$ cat src/hw/pawg_pkg.sv
// shared types and constants of the peripheral access wait generator
package pawg_pkg;

   // ----------------------------------------------------------------
   // register selection and instruction kinds
   // ----------------------------------------------------------------
   typedef enum logic [2:0] {
      PAWG_SEL_PLAIN    = 3'h0, // register that issues no wait
      PAWG_SEL_WDT_MODE = 3'h1, // watchdog_mode_reg
      PAWG_SEL_UART_RX  = 3'h2, // uart_rx_status_reg of uart_channel_zero
      PAWG_SEL_CONV_MOD = 3'h3, // converter_mode_reg
      PAWG_SEL_CONV_CH  = 3'h4, // converter_channel_select_reg
      PAWG_SEL_PF_MODE  = 3'h5, // power_fail_compare_mode_reg
      PAWG_SEL_PF_THR   = 3'h6, // power_fail_threshold_reg
      PAWG_SEL_CONV_RES = 3'h7  // conversion_result_reg
   } pawg_sel_t;

   typedef enum logic [1:0] {
      PAWG_OP_ACC_WR = 2'h0, // write from accumulator
      PAWG_OP_IMM_WR = 2'h1, // write of immediate operand
      PAWG_OP_ACC_RD = 2'h2  // read into accumulator
   } pawg_op_t;

   typedef struct packed {
      logic      we;    // write when high
      pawg_sel_t sel;   // target register
      pawg_op_t  op;    // instruction kind
      logic [7:0] wdata; // write data
   } pawg_req_t;

   // ----------------------------------------------------------------
   // wait and timing constants
   // ----------------------------------------------------------------
   localparam int unsigned CPU_CLK_NS     = 50;   // sys_clk period
   localparam int unsigned CPU_LOW_NS     = 50;   // cpu_clock_low_width of the table case
   localparam logic [4:0]  WDT_WAIT       = 5'h03;
   localparam logic [4:0]  UART_WAIT      = 5'h01;
   localparam logic [4:0]  RESULT_MIN     = 5'h01;
   localparam logic [4:0]  NO_WAIT        = 5'h00;
   localparam logic [4:0]  CALC_NO_WAIT   = 5'h01; // computed value that yields no stall
   localparam logic [4:0]  MACRO_DIV_SEL1 = 5'h02; // macro clock = input_clock_freq/2
   localparam logic [4:0]  MACRO_DIV_SEL0 = 5'h04; // macro clock = input_clock_freq/4
   localparam logic [2:0]  CPU_DIV_MAX    = 3'h4;  // cpu clock = input_clock_freq/16
   localparam logic [5:0]  BASE_ACC_WR    = 6'h05;
   localparam logic [5:0]  BASE_IMM_WR    = 6'h07;
   localparam logic [5:0]  BASE_ACC_RD    = 6'h05;
   localparam int unsigned CLK_SEL_BIT    = 5;     // converter_clock_select_bit position
   localparam logic        CLK_SEL_RESET  = 1'b0;

endpackage : pawg_pkg

$ cat src/hw/pawg_top.sv
// wait-state generator between cpu bus and slow peripheral bus
module pawg_top
#(
   parameter int unsigned WCW = 4 // width of peripheral_wait_control
) (
   input  wire logic             sys_clk,       // cpu clock
   input  wire logic             arst_n,        // async reset
   input  wire logic             req_valid,     // cpu access request
   input  wire pawg_pkg::pawg_req_t req,        // access description
   input  wire logic [2:0]       cpu_div,       // cpu clock divisor exponent
   input  wire logic [WCW-1:0]   wait_ctrl,     // peripheral_wait_control
   input  wire logic [7:0]       per_rdata,     // peripheral read data
   output logic                  cpu_stall_r,   // stall the cpu core
   output logic                  done_r,        // access complete pulse
   output logic [7:0]            rdata_r,       // data returned to cpu
   output logic                  per_wr_r,      // peripheral write pulse
   output pawg_pkg::pawg_sel_t   per_sel_r,     // peripheral register select
   output logic [7:0]            per_wdata_r,   // peripheral write data
   output logic [5:0]            exec_clocks_r, // instruction execution clocks
   output logic                  clk_sel_r      // converter_clock_select_bit shadow
);
   import pawg_pkg::*;

   // ----------------------------------------------------------------
   // state machine
   // ----------------------------------------------------------------
   typedef enum logic [2:0] {
      PAWG_IDLE  = 3'b001,
      PAWG_STALL = 3'b010,
      PAWG_XFER  = 3'b100
   } pawg_state_t;

   pawg_state_t state_r, state_nxt;
   pawg_req_t   hold_r;
   logic [4:0]  cnt_r, cnt_nxt;
   logic [4:0]  acc_wait_r;

   // ----------------------------------------------------------------
   // wait calculation
   // ----------------------------------------------------------------
   // converter wait: twice the macro/cpu period ratio plus one, truncated
   function automatic logic [4:0] conv_wait(input logic sel, input logic [2:0] div);
      logic [4:0] mdiv;
      logic [2:0] d;
      logic [4:0] raw;
      mdiv = sel ? MACRO_DIV_SEL1 : MACRO_DIV_SEL0;
      d    = (div > CPU_DIV_MAX) ? CPU_DIV_MAX : div;
      raw  = 5'((mdiv << 1) >> d) + 5'h01;
      return (raw == CALC_NO_WAIT) ? NO_WAIT : raw;
   endfunction : conv_wait

   wire        take      = (state_r == PAWG_IDLE) && req_valid;
   wire        is_conv_w = req.we && (req.sel inside {PAWG_SEL_CONV_MOD, PAWG_SEL_CONV_CH,
                                                      PAWG_SEL_PF_MODE, PAWG_SEL_PF_THR});
   wire [4:0]  cw        = conv_wait(clk_sel_r, cpu_div);
   wire [4:0]  tab_wait  =
      (req.we && req.sel == PAWG_SEL_WDT_MODE)   ? WDT_WAIT :
      (!req.we && req.sel == PAWG_SEL_UART_RX)   ? UART_WAIT :
      is_conv_w                                  ? cw :
      (!req.we && req.sel == PAWG_SEL_CONV_RES)  ? ((cw == NO_WAIT) ? RESULT_MIN : cw) :
      NO_WAIT;
   // nonzero wait control stretches every waiting access further
   wire [4:0]  extra     = (tab_wait == NO_WAIT) ? NO_WAIT : 5'(wait_ctrl);
   wire [4:0]  wait_now  = 5'(tab_wait + extra);
   wire [5:0]  base_clk  = (req.op == PAWG_OP_IMM_WR) ? BASE_IMM_WR :
                           (req.op == PAWG_OP_ACC_WR) ? BASE_ACC_WR : BASE_ACC_RD;
   wire [5:0]  exec_now  = 6'(base_clk + 6'(wait_now));

   // access that completes at this edge: the fresh one or the held one
   wire        xfer_we   = take ? req.we : hold_r.we;
   wire        xfer_mode = take ? (req.sel == PAWG_SEL_CONV_MOD) : (hold_r.sel == PAWG_SEL_CONV_MOD);
   wire        xfer_fsel = take ? req.wdata[CLK_SEL_BIT] : hold_r.wdata[CLK_SEL_BIT];

   // ----------------------------------------------------------------
   // next-state decode
   // ----------------------------------------------------------------
   wire enter_xfer = (take && wait_now == NO_WAIT) ||
                     (state_r == PAWG_STALL && cnt_r == 5'h01);

   always_comb begin
      state_nxt = state_r;
      cnt_nxt   = cnt_r;
      case (state_r)
         PAWG_IDLE: begin
            if (take) begin
               cnt_nxt   = wait_now;
               state_nxt = (wait_now == NO_WAIT) ? PAWG_XFER : PAWG_STALL;
            end
         end
         PAWG_STALL: begin
            // the held access waits here while the counter runs down to one
            cnt_nxt = 5'(cnt_r - 5'h01);
            if (cnt_r == 5'h01) begin
               state_nxt = PAWG_XFER;
            end
         end
         PAWG_XFER: begin
            state_nxt = PAWG_IDLE;
         end
         default: begin
            state_nxt = PAWG_IDLE;
            cnt_nxt   = 5'h00;
         end
      endcase
   end

   // ----------------------------------------------------------------
   // registers
   // ----------------------------------------------------------------
   // state and counter
   always_ff @(posedge sys_clk or negedge arst_n) begin
      if (!arst_n) begin
         state_r <= PAWG_IDLE;
         cnt_r   <= 5'h00;
      end else begin
         state_r <= state_nxt;
         cnt_r   <= cnt_nxt;
      end
   end

   // access capture at acceptance
   always_ff @(posedge sys_clk or negedge arst_n) begin
      if (!arst_n) begin
         hold_r        <= '0;
         acc_wait_r    <= 5'h00;
         exec_clocks_r <= 6'h00;
         per_sel_r     <= PAWG_SEL_PLAIN;
         per_wdata_r   <= 8'h00;
      end else if (take) begin
         hold_r        <= req;
         acc_wait_r    <= wait_now;
         exec_clocks_r <= exec_now;
         per_sel_r     <= req.sel;
         per_wdata_r   <= req.wdata;
      end
   end

   // stall output: high exactly for the wait count
   always_ff @(posedge sys_clk or negedge arst_n) begin
      if (!arst_n) begin
         cpu_stall_r <= 1'b0;
      end else begin
         cpu_stall_r <= (state_nxt == PAWG_STALL);
      end
   end

   // transfer completion, data and clock select shadow
   always_ff @(posedge sys_clk or negedge arst_n) begin
      if (!arst_n) begin
         done_r    <= 1'b0;
         per_wr_r  <= 1'b0;
         rdata_r   <= 8'h00;
         clk_sel_r <= CLK_SEL_RESET;
      end else begin
         done_r   <= enter_xfer;
         per_wr_r <= enter_xfer && xfer_we;
         if (enter_xfer && !xfer_we) begin
            rdata_r <= per_rdata;
         end
         if (enter_xfer && xfer_we && xfer_mode) begin
            clk_sel_r <= xfer_fsel;
         end
      end
   end

   // ----------------------------------------------------------------
   // checks
   // ----------------------------------------------------------------
   logic [4:0] run_r; // consecutive stall cycles seen
   always_ff @(posedge sys_clk or negedge arst_n) begin
      if (!arst_n) begin
         run_r <= 5'h00;
      end else begin
         run_r <= cpu_stall_r ? 5'(run_r + 5'h01) : 5'h00;
      end
   end

   wire ctrl0 = (wait_ctrl == '0);

   stall_length_a: assert property (@(posedge sys_clk) disable iff (!arst_n)
      $fell(cpu_stall_r) |-> run_r == acc_wait_r && done_r)
      else $error("stall length differs from computed wait");

   wdt_wait_a: assert property (@(posedge sys_clk) disable iff (!arst_n)
      take && ctrl0 && req.we && req.sel == PAWG_SEL_WDT_MODE && req.op == PAWG_OP_ACC_WR
      |=> cpu_stall_r[*3] ##1 (!cpu_stall_r && done_r && exec_clocks_r == 6'h08))
      else $error("watchdog write wait wrong");

   wdt_imm_a: assert property (@(posedge sys_clk) disable iff (!arst_n)
      take && ctrl0 && req.we && req.sel == PAWG_SEL_WDT_MODE && req.op == PAWG_OP_IMM_WR
      |=> exec_clocks_r == 6'h0a)
      else $error("immediate watchdog write clocks wrong");

   uart_wait_a: assert property (@(posedge sys_clk) disable iff (!arst_n)
      take && ctrl0 && !req.we && req.sel == PAWG_SEL_UART_RX
      |=> cpu_stall_r ##1 (!cpu_stall_r && done_r && exec_clocks_r == 6'h06))
      else $error("uart status read wait wrong");

   plain_read_a: assert property (@(posedge sys_clk) disable iff (!arst_n)
      take && !req.we && req.sel == PAWG_SEL_PLAIN
      |=> !cpu_stall_r && done_r && exec_clocks_r == 6'h05)
      else $error("plain read not five clocks");

   conv_sel0_a: assert property (@(posedge sys_clk) disable iff (!arst_n)
      take && ctrl0 && is_conv_w && !clk_sel_r && cpu_div == 3'h0
      |=> cpu_stall_r[*4] ##1 cpu_stall_r[*5] ##1 !cpu_stall_r)
      else $error("converter write wait wrong at select zero");

   conv_sel1_a: assert property (@(posedge sys_clk) disable iff (!arst_n)
      take && ctrl0 && is_conv_w && clk_sel_r && cpu_div == 3'h1
      |=> cpu_stall_r[*3] ##1 !cpu_stall_r)
      else $error("converter write wait wrong at select one");

   no_wait_a: assert property (@(posedge sys_clk) disable iff (!arst_n)
      take && ctrl0 && is_conv_w && clk_sel_r && cpu_div == 3'h3
      |=> !cpu_stall_r && done_r)
      else $error("computed wait of one still stalled");

   result_min_a: assert property (@(posedge sys_clk) disable iff (!arst_n)
      take && ctrl0 && !req.we && req.sel == PAWG_SEL_CONV_RES && cpu_div == 3'h4
      |=> cpu_stall_r ##1 (!cpu_stall_r && exec_clocks_r == 6'h06))
      else $error("result read lost its minimum wait");

   hold_off_a: assert property (@(posedge sys_clk) disable iff (!arst_n)
      cpu_stall_r |-> !done_r && !per_wr_r)
      else $error("transfer during stall");

   clk_sel_a: assert property (@(posedge sys_clk) disable iff (!arst_n)
      per_wr_r && per_sel_r == PAWG_SEL_CONV_MOD |-> clk_sel_r == per_wdata_r[CLK_SEL_BIT])
      else $error("clock select shadow not updated");

   conv_s0_div1_a: assert property (@(posedge sys_clk) disable iff (!arst_n)
      take && ctrl0 && is_conv_w && !clk_sel_r && cpu_div == 3'h1
      |=> cpu_stall_r[*5] ##1 !cpu_stall_r)
      else $error("converter write wait wrong at select zero half rate");

   conv_s0_div2_a: assert property (@(posedge sys_clk) disable iff (!arst_n)
      take && ctrl0 && is_conv_w && !clk_sel_r && cpu_div == 3'h2
      |=> cpu_stall_r[*3] ##1 !cpu_stall_r)
      else $error("converter write wait wrong at select zero quarter rate");

   conv_s0_div3_a: assert property (@(posedge sys_clk) disable iff (!arst_n)
      take && ctrl0 && is_conv_w && !clk_sel_r && cpu_div == 3'h3
      |=> cpu_stall_r[*2] ##1 !cpu_stall_r)
      else $error("converter write wait wrong at select zero eighth rate");

   conv_s0_div4_a: assert property (@(posedge sys_clk) disable iff (!arst_n)
      take && ctrl0 && is_conv_w && !clk_sel_r && cpu_div == 3'h4
      |=> !cpu_stall_r && done_r)
      else $error("converter write stalled at select zero slowest rate");

   conv_s1_div0_a: assert property (@(posedge sys_clk) disable iff (!arst_n)
      take && ctrl0 && is_conv_w && clk_sel_r && cpu_div == 3'h0
      |=> cpu_stall_r[*5] ##1 !cpu_stall_r)
      else $error("converter write wait wrong at select one full rate");

   conv_s1_div2_a: assert property (@(posedge sys_clk) disable iff (!arst_n)
      take && ctrl0 && is_conv_w && clk_sel_r && cpu_div == 3'h2
      |=> cpu_stall_r[*2] ##1 !cpu_stall_r)
      else $error("converter write wait wrong at select one quarter rate");

   conv_s1_div4_a: assert property (@(posedge sys_clk) disable iff (!arst_n)
      take && ctrl0 && is_conv_w && clk_sel_r && cpu_div == 3'h4
      |=> !cpu_stall_r && done_r)
      else $error("converter write stalled at select one slowest rate");

   result_s0_a: assert property (@(posedge sys_clk) disable iff (!arst_n)
      take && ctrl0 && !req.we && req.sel == PAWG_SEL_CONV_RES && !clk_sel_r && cpu_div == 3'h0
      |=> exec_clocks_r == 6'h0e ##8 cpu_stall_r ##1 (!cpu_stall_r && done_r))
      else $error("result read wait wrong at select zero");

   result_s1_a: assert property (@(posedge sys_clk) disable iff (!arst_n)
      take && ctrl0 && !req.we && req.sel == PAWG_SEL_CONV_RES && clk_sel_r && cpu_div == 3'h0
      |=> exec_clocks_r == 6'h0a ##4 cpu_stall_r ##1 (!cpu_stall_r && done_r))
      else $error("result read wait wrong at select one");

   done_pulse_a: assert property (@(posedge sys_clk) disable iff (!arst_n)
      done_r |=> !done_r)
      else $error("completion pulse longer than one cycle");

   busy_hold_a: assert property (@(posedge sys_clk) disable iff (!arst_n)
      (cpu_stall_r || done_r) |=> $stable(exec_clocks_r) && $stable(per_wdata_r))
      else $error("access replaced while busy");

   wctrl_stretch_a: assert property (@(posedge sys_clk) disable iff (!arst_n)
      take && req.we && req.sel == PAWG_SEL_WDT_MODE
      |=> acc_wait_r == 5'(WDT_WAIT + 5'($past(wait_ctrl))))
      else $error("wait control not added to watchdog wait");

   plain_write_a: assert property (@(posedge sys_clk) disable iff (!arst_n)
      take && req.we && req.sel == PAWG_SEL_PLAIN && req.op == PAWG_OP_IMM_WR
      |=> !cpu_stall_r && done_r && per_wr_r && exec_clocks_r == 6'h07)
      else $error("plain immediate write not seven clocks");

   read_capture_a: assert property (@(posedge sys_clk) disable iff (!arst_n)
      done_r && !per_wr_r |-> rdata_r == $past(per_rdata))
      else $error("read data not taken at end of wait");

endmodule : pawg_top

$ cat config.mk
export PLATFORM = sky130hd
export DESIGN_NAME = pawg_top
export DESIGN_NICKNAME = d
export VERILOG_FILES = /design/src/hw/pawg_pkg.sv /design/src/hw/pawg_top.sv
export SDC_FILE = /design/constraint.sdc
export NUM_CORES = 1
export LEC_CHECK = 0
export ABC_AREA = 0
export BUFFER_PORTS_ARGS = -buffer_cell sky130_fd_sc_hd__buf_2
export CAP_MARGIN = 0
export CORE_MARGIN = 2
export CORE_UTILIZATION = 57
export DETAILED_ROUTE_END_ITERATION = 10
export GPL_TIMING_DRIVEN = 0
export PLACE_DENSITY = 0.85
export SLEW_MARGIN = 20
export SYNTH_ARGS = -nofsm -noshare
export SYNTH_HDL_FRONTEND = slang
export SYNTH_SLANG_ARGS = --single-unit
$ cat constraint.sdc
create_clock -name sys_clk -period 12.6 [get_ports sys_clk]
set_input_delay 2.52 -clock sys_clk [delete_from_list [all_inputs] [get_ports sys_clk]]
set_output_delay 2.52 -clock sys_clk [all_outputs]
set_load 0.01 [all_outputs]
==> results.ini, run 1 <==
[drt]
wl_um=4570
drtAntennaViolNets=0
vias=1854
drc=0
viasPerCell=5.47
routedWlPerCell_um=13.5
drt_iter0_drc=90
dr.pass1.iters=4

[logic_synthesis]
ys_seq_area_share_pct=41.3
ys_ff_latch=38
yosys_warnings=0
yosysMostFrequentCell=dfrtp_1
syn_inst=223
yosys.area_share.simple_pct=15.2
synth_nets=267
syn_area_um2=2300
synthXorXnorAreaFrac_pct=2.28
synth_cell_type_count=52
synthTopCellsByArea=dfrtp_1 40%, mux2_2 10%, ha_1 5.4%
synth-main-ff-cell=dfrtp_1
synth_top_family_by_area=simple AND/OR/NAND/NOR gates
postSynthAreaPerCell_um2=10.3
synth_area_leader_cell=dfrtp_1
synth_edf_count=0
synth_compound_area_share_pct=14.2
netlist_top_cells_count=37 x dfrtp_1, 21 x mux2_2, 21 x nand2_1
synth-async-reset-ratio_pct=100
synthAdderAreaFrac_pct=7.60
synth_top_area_share_pct=40.2
muxShareOfSynthArea_pct=12.6

[cts]
cts_made_buffers=5
htreeDepth=2
clockBufferDepth=2
path_clk_slew_ns=0.07
cts_resized=0
clk-insertion-delay-late_ns=0.30
root_buffer=clkbuf_8
cts_tree=yes
postCtsHoldBufs=0
cts_setup_buffers=0
cts.sinks=38

[die]
ios=61
fp.dieW_um=67.6
core_area_um2=3940
start_util_pct=58.5
die_area_um2=4570
die_y_um=67.6
rows=23

[setup_path]
worstPathArrival_ns=7.07
cp-start-kind=input pin
worst-path-max-fanout=6
crit_path_end_kind=flop
required_ns=12.78
worstSetupPathType=in -> reg

[global_route]
grtUsageTotal_pct=21.6
grt_max_degree=39
grt_first_pass_wirelength_um=7350
grt_pass1_vias=1728
grt_overflow=0
antenna_found_initial=0

[placement]
numPortBuffers=58
dp.cells=331
place.gp.congestion=0.846
hpwl_um=3520
dp_slack_ns=5.40

[timing]
fin_setup_tns_ns=0
timing.final.ws_setup_ns=5.72
rsz0062_at_grt=no
setup_viol=0
period_share_pct=54.6
worst_pin_slew_ns=0.823
timing.fmax_ghz=0.145
hold_viol=0
slew_headroom_pct=45.1
slew_violations=0
fin_skew_ns=0.00607
finalCriticalPeriod_ns=6.88

[final_layout]
fin_cells=339
area_delta_synth_final_pct=20.2
fin_nets=332
antenna_cells=0
nFillCells=298
drive_gt1_share_pct=39.8

[min_path]
hold_class=reg -> reg

[pwr]
finalPower_mw=0.588
power.leakage_nw=1.35
peakVddDrop_v=0.000140
power_density_nw_per_um2=212

[outcome]
outcome=finished clean

[job]
cap_violations=0

==> area by class of cell <==
class	count	area, um2	area share (%)
clock inverters	3	45.0	1.63
multi-input cells	155	1200	43.2
flip-flops and latches	38	952	34.4
clock buffers	5	68.8	2.48
plain buffers	17	108	3.88
inverters	13	48.8	1.76
well taps	50	62.6	2.26
repair buffers	58	290	10.5
==> worst paths after layout <==
kind / to / cells after the start / from / slack, ns
worst max-delay path: clk_sel_r$_DFFE_PN0P_ / 20 / cpu_div[2] / 5.72
worst min-delay path: exec_clocks_r[1]$_DFFE_PN0P_ / 2 / exec_clocks_r[1]$_DFFE_PN0P_ / 0.47
worst max register to register: clk_sel_r$_DFFE_PN0P_ / 19 / clk_sel_r$_DFFE_PN0P_ / 7.74
worst min register to register: exec_clocks_r[1]$_DFFE_PN0P_ / 2 / exec_clocks_r[1]$_DFFE_PN0P_ / 0.47
max in group asynchronous: hold_r[10]$_DFFE_PN0P_ / 1 / arst_n / 9.77
min in group asynchronous: rdata_r[2]$_DFFE_PN0P_ / 1 / arst_n / 2.32
==> per-stage QoR <==
stage	instance area [um2]	utilization [%]	hold WS (ns)
detailed placement	2660	67.4	0.466
floorplan	2300	-	0.472
CTS	2770	70.3	0.482
global route	2770	70.3	0.501
global placement	2660	67.4	0.462
finish	2770	70.3	0.475
==> report_power, final <==
group          leakage, nW  switching [mW]  internal (mW)
Sequential           0.471          0.0334          0.178
Combinational        0.830           0.136          0.137
Clock               0.0504          0.0450         0.0589
==> state kept, by name (all words and copies together) (netlist names) <==
register and cells:
hold_r 12, rdata_r 8, exec_clocks_r 6, cnt_r 5, state_r 3, clk_sel_r 1
cpu_stall_r 1, done_r 1, per_wr_r 1
==> critical path: stages <==
cell and delay (ns):
buf_2 0.13, nand2b_1 0.14, ha_1 0.27, mux2i_1 0.10
or2_2 0.29, inv_1 0.06, ha_1 0.22, o21ba_2 0.18
a211oi_1 0.37, o21a_1 0.27, a21o_1 0.14, nand2b_1 0.13
and2_1 0.13, ha_1 0.26, and3_1 0.19, a221o_1 0.35
a311o_1 0.40, a211oi_4 0.43, o221ai_2 0.15, mux2_1 0.32
==> metal layers <==
layer | GRT usage, % | vias up | routed length, um
li1 | - | 901 | -
met1 | 25.8 | 890 | 1920
met2 | 36.6 | 58 | 2280
met3 | 6.83 | 5 | 317
met4 | 7.14 | 0 | 49
met5 | 0 | - | 0
==> logic make-up (layout without fill, tap and decap cells) <==
| group | count (synthesis) | in the layout |
|---|---|---|
| adders and majority gates | 13 | 13 |
| AOI/OAI and AO/OA | 43 | 43 |
| xor gates and xnor gates | 6 | 6 |
| and+or+nand+nor | 67 | 67 |
| buffers and inverters | 30 | 96 |
| DFF | 38 | 38 |
| muxes | 26 | 26 |
==> layout by cell type, fill, tap and decap left out, drive strengths merged, types with 3 or more instances in the layout <==
cell | synthesis | final
buf | 13 | 71
dfrtp | 37 | 37
mux2 | 22 | 22
nand2 | 21 | 21
o21ai | 17 | 17
inv | 13 | 13
nor2 | 12 | 12
ha | 10 | 10
clkbuf | 4 | 9
and2 | 5 | 5
a21oi | 5 | 5
xnor2 | 4 | 4
nor3 | 4 | 4
nand3 | 4 | 4
or2 | 4 | 4
mux2i | 4 | 4
nand2b | 3 | 3
and3 | 3 | 3
Note: power is estimated with default switching activity, not from simulation.
==> inputs of run 2 (changes only) <==
--- a/config.mk
+++ b/config.mk
@@ -9,10 +9,10 @@
 export BUFFER_PORTS_ARGS = -buffer_cell sky130_fd_sc_hd__buf_2
 export CAP_MARGIN = 0
 export CORE_MARGIN = 2
-export CORE_UTILIZATION = 57
+export CORE_UTILIZATION = 53
 export DETAILED_ROUTE_END_ITERATION = 10
 export GPL_TIMING_DRIVEN = 0
-export PLACE_DENSITY = 0.85
+export PLACE_DENSITY = 0.8
 export SLEW_MARGIN = 20
 export SYNTH_ARGS = -nofsm -noshare
 export SYNTH_HDL_FRONTEND = slang
==> constraint.sdc (replaced) <==
create_clock -name sys_clk -period 6.9 [get_ports sys_clk]
set_input_delay 1.38 -clock sys_clk [delete_from_list [all_inputs] [get_ports sys_clk]]
set_output_delay 1.38 -clock sys_clk [all_outputs]
set_load 0.01 [all_outputs]
==> results.ini, run 2 (synthesis gave the netlist of run 1 again) <==
[die]
core_area_um2=4090  ; was 3940 um2
fp.dieW_um=69.9  ; was 67.6 um
rows=23  ; unchanged
start_util_pct=56.4  ; was 58.5%
ios=61  ; unchanged
die_y_um=69.9  ; was 67.6 um
die_area_um2=4890  ; was 4570 um2

[cts]
cts_made_buffers=5  ; unchanged
cts_resized=0  ; unchanged
root_buffer=clkbuf_8  ; unchanged
htreeDepth=2  ; unchanged
cts.sinks=38  ; unchanged
path_clk_slew_ns=0.07  ; about the same
clockBufferDepth=2  ; unchanged
postCtsHoldBufs=0  ; unchanged
cts_setup_buffers=0  ; unchanged
cts_tree=yes  ; unchanged
clk-insertion-delay-late_ns=0.29  ; was 0.30 ns

[final_layout]
largest_register=hold_r  ; unchanged
fin_nets=332  ; unchanged
reg.largest.list=hold_r: 12 flops, rdata_r: 8 flops, exec_clocks_r: 6 flops  ; unchanged
mostFrequentLayoutCells=60 x buf_2, 37 x dfrtp_1, 21 x nand2_1, 21 x mux2_2, 17 x o21ai_0  ; unchanged
fin_cells=339  ; unchanged
final_common_cell=buf_2  ; unchanged
design_area_um2=2770  ; unchanged
area_delta_synth_final_pct=20.2  ; unchanged
largest_reg_flops=12  ; unchanged
antenna_cells=0  ; unchanged
drive_gt1_share_pct=39.8  ; unchanged

[setup_path]
worstPathCellList=buf_2 > nand2b_1 > ha_1 > mux2i_1 > or2_2 > inv_1 > ha_1 > o21ba_2 > a211oi_1 > o21a_1 > a21o_1 > nand2b_1 > and2_1 > inv_1 > fa_1 > xor2_1 > nand2_1 > nor2_1 > o21ai_0 > a211oi_4 > o221ai_2 > mux2_1  ; was buf_2 > nand2b_1 > ha_1 > mux2i_1 > or2_2 > inv_1 > ha_1 > o21ba_2 > a211oi_1 > o21a_1 > a21o_1 > nand2b_1 > and2_1 > ha_1 > and3_1 > a221o_1 > a311o_1 > a211oi_4 > o221ai_2 > mux2_1
worstSetupPathType=in -> reg  ; unchanged
crit_path_end_kind=flop  ; unchanged
slowest_delay_ns=0.46  ; was 0.43 ns
worst-path-max-fanout=6  ; unchanged
ff2ff_path_depth=21  ; was 19
cp_slowest_cell=a211oi_4  ; unchanged
required_ns=7.07  ; was 12.78 ns
cp-start-kind=input pin  ; unchanged
worstPathArrival_ns=5.97  ; was 7.07 ns

[min_path]
hold_class=reg -> reg  ; unchanged
whs_path_depth=2  ; unchanged

[timing]
fin_skew_ns=0.00531  ; was 0.00607 ns
slew_violations=0  ; unchanged
timing.final.ws_setup_ns=1.11  ; was 5.72 ns
period_share_pct=84.0
timing.fmax_ghz=0.173
rsz0062_at_grt=no  ; unchanged
worst_pin_slew_ns=0.812  ; was 0.823 ns
setup_viol=0  ; unchanged
fin_setup_tns_ns=0  ; unchanged
hold_viol=0  ; unchanged
slew_headroom_pct=45.8  ; was 45.1%
finalCriticalPeriod_ns=5.79

[global_route]
grt_pass1_vias=1820  ; was 1728
grt_first_pass_wirelength_um=8140  ; was 7350 um
grtUsageTotal_pct=20.7  ; was 21.6%
grt_max_degree=39  ; unchanged
antenna_found_initial=0  ; unchanged
grt_overflow=0  ; unchanged

[drt]
routedWlPerCell_um=13.7  ; was 13.5 um
vias=1815  ; was 1854
drc=0  ; unchanged
viasPerCell=5.35  ; was 5.47
wl_um=4640  ; was 4570 um
drt_iter0_drc=80  ; was 90
drtAntennaViolNets=0  ; unchanged
dr.pass1.iters=4  ; unchanged

[pwr]
power.leakage_nw=1.35  ; unchanged
peakVddDrop_v=0.000281  ; was 0.000140 V
power_density_nw_per_um2=387  ; was 212 nW/um2
finalPower_mw=1.07  ; was 0.588 mW

[placement]
dp.cells=331  ; unchanged
numPortBuffers=58  ; unchanged
place.gp.congestion=0.847  ; was 0.846
hpwl_um=3430  ; was 3520 um
place_area_um2=2660  ; unchanged
dp_slack_ns=0.793  ; was 5.40 ns

[outcome]
outcome=finished clean  ; unchanged

[job]
cap_violations=0  ; unchanged

==> run 2: cell type report <==
class,instances,area [um2]
Fill cell,330,1320
Multi-Input combinational cell,155,1200
Tap cell,50,62.6
Inverter,13,48.8
Buffer,17,108
Sequential cell,38,952
Clock buffer,5,68.8
Timing Repair Buffer,58,290
Clock inverter,3,45.0
==> run 2: power breakdown <==
group | switching [mW] | leakage, nW | internal, mW | total [mW]
clock network | 0.0815 | 0.0504 | 0.107 | 0.189
logic | 0.249 | 0.830 | 0.251 | 0.499
registers | 0.0607 | 0.471 | 0.325 | 0.386
total | 0.391 | 1.35 | 0.683 | 1.07
==> run 2: worst paths after layout <==
kind / start / slack (ns) / to
worst max-delay path: cpu_div[2] / 1.11 / clk_sel_r$_DFFE_PN0P_
worst min-delay path: exec_clocks_r[0]$_DFFE_PN0P_ / 0.47 / exec_clocks_r[0]$_DFFE_PN0P_
worst max register to register: clk_sel_r$_DFFE_PN0P_ / 2.00 / clk_sel_r$_DFFE_PN0P_
worst min register to register: exec_clocks_r[0]$_DFFE_PN0P_ / 0.47 / exec_clocks_r[0]$_DFFE_PN0P_
max in group asynchronous: arst_n / 5.21 / clk_sel_r$_DFFE_PN0P_
min in group asynchronous: arst_n / 1.18 / exec_clocks_r[1]$_DFFE_PN0P_
==> run 2: per-stage QoR <==
step           hold WS [ns]  utilization [%]
3_5_place_dp          0.467             65.0
3_3_place_gp          0.459             65.0
6_report              0.475             67.8
4_1_cts               0.484             67.8
5_1_grt               0.516             67.8
2_1_floorplan         0.472                -
==> run 2: metal layers <==
metal	wire, um	part of all wire, %	global-route usage (%)
met5	0	0	0
met1	2030	44	26.1
met2	2160	47	33.3
met4	50	1.1	7.48
met3	398	8.6	6.93
==> run 2: worst max-delay path, delay by kind of cell <==
family,cells,cell delay [ns]
XOR/XNOR,1,0.38
adder cells (fa/ha/maj),3,0.90
buffers and inverters,3,0.25
multiplexers,2,0.43
AO/OA/AOI/OAI,7,1.70
AND/OR/NAND/NOR,6,0.90
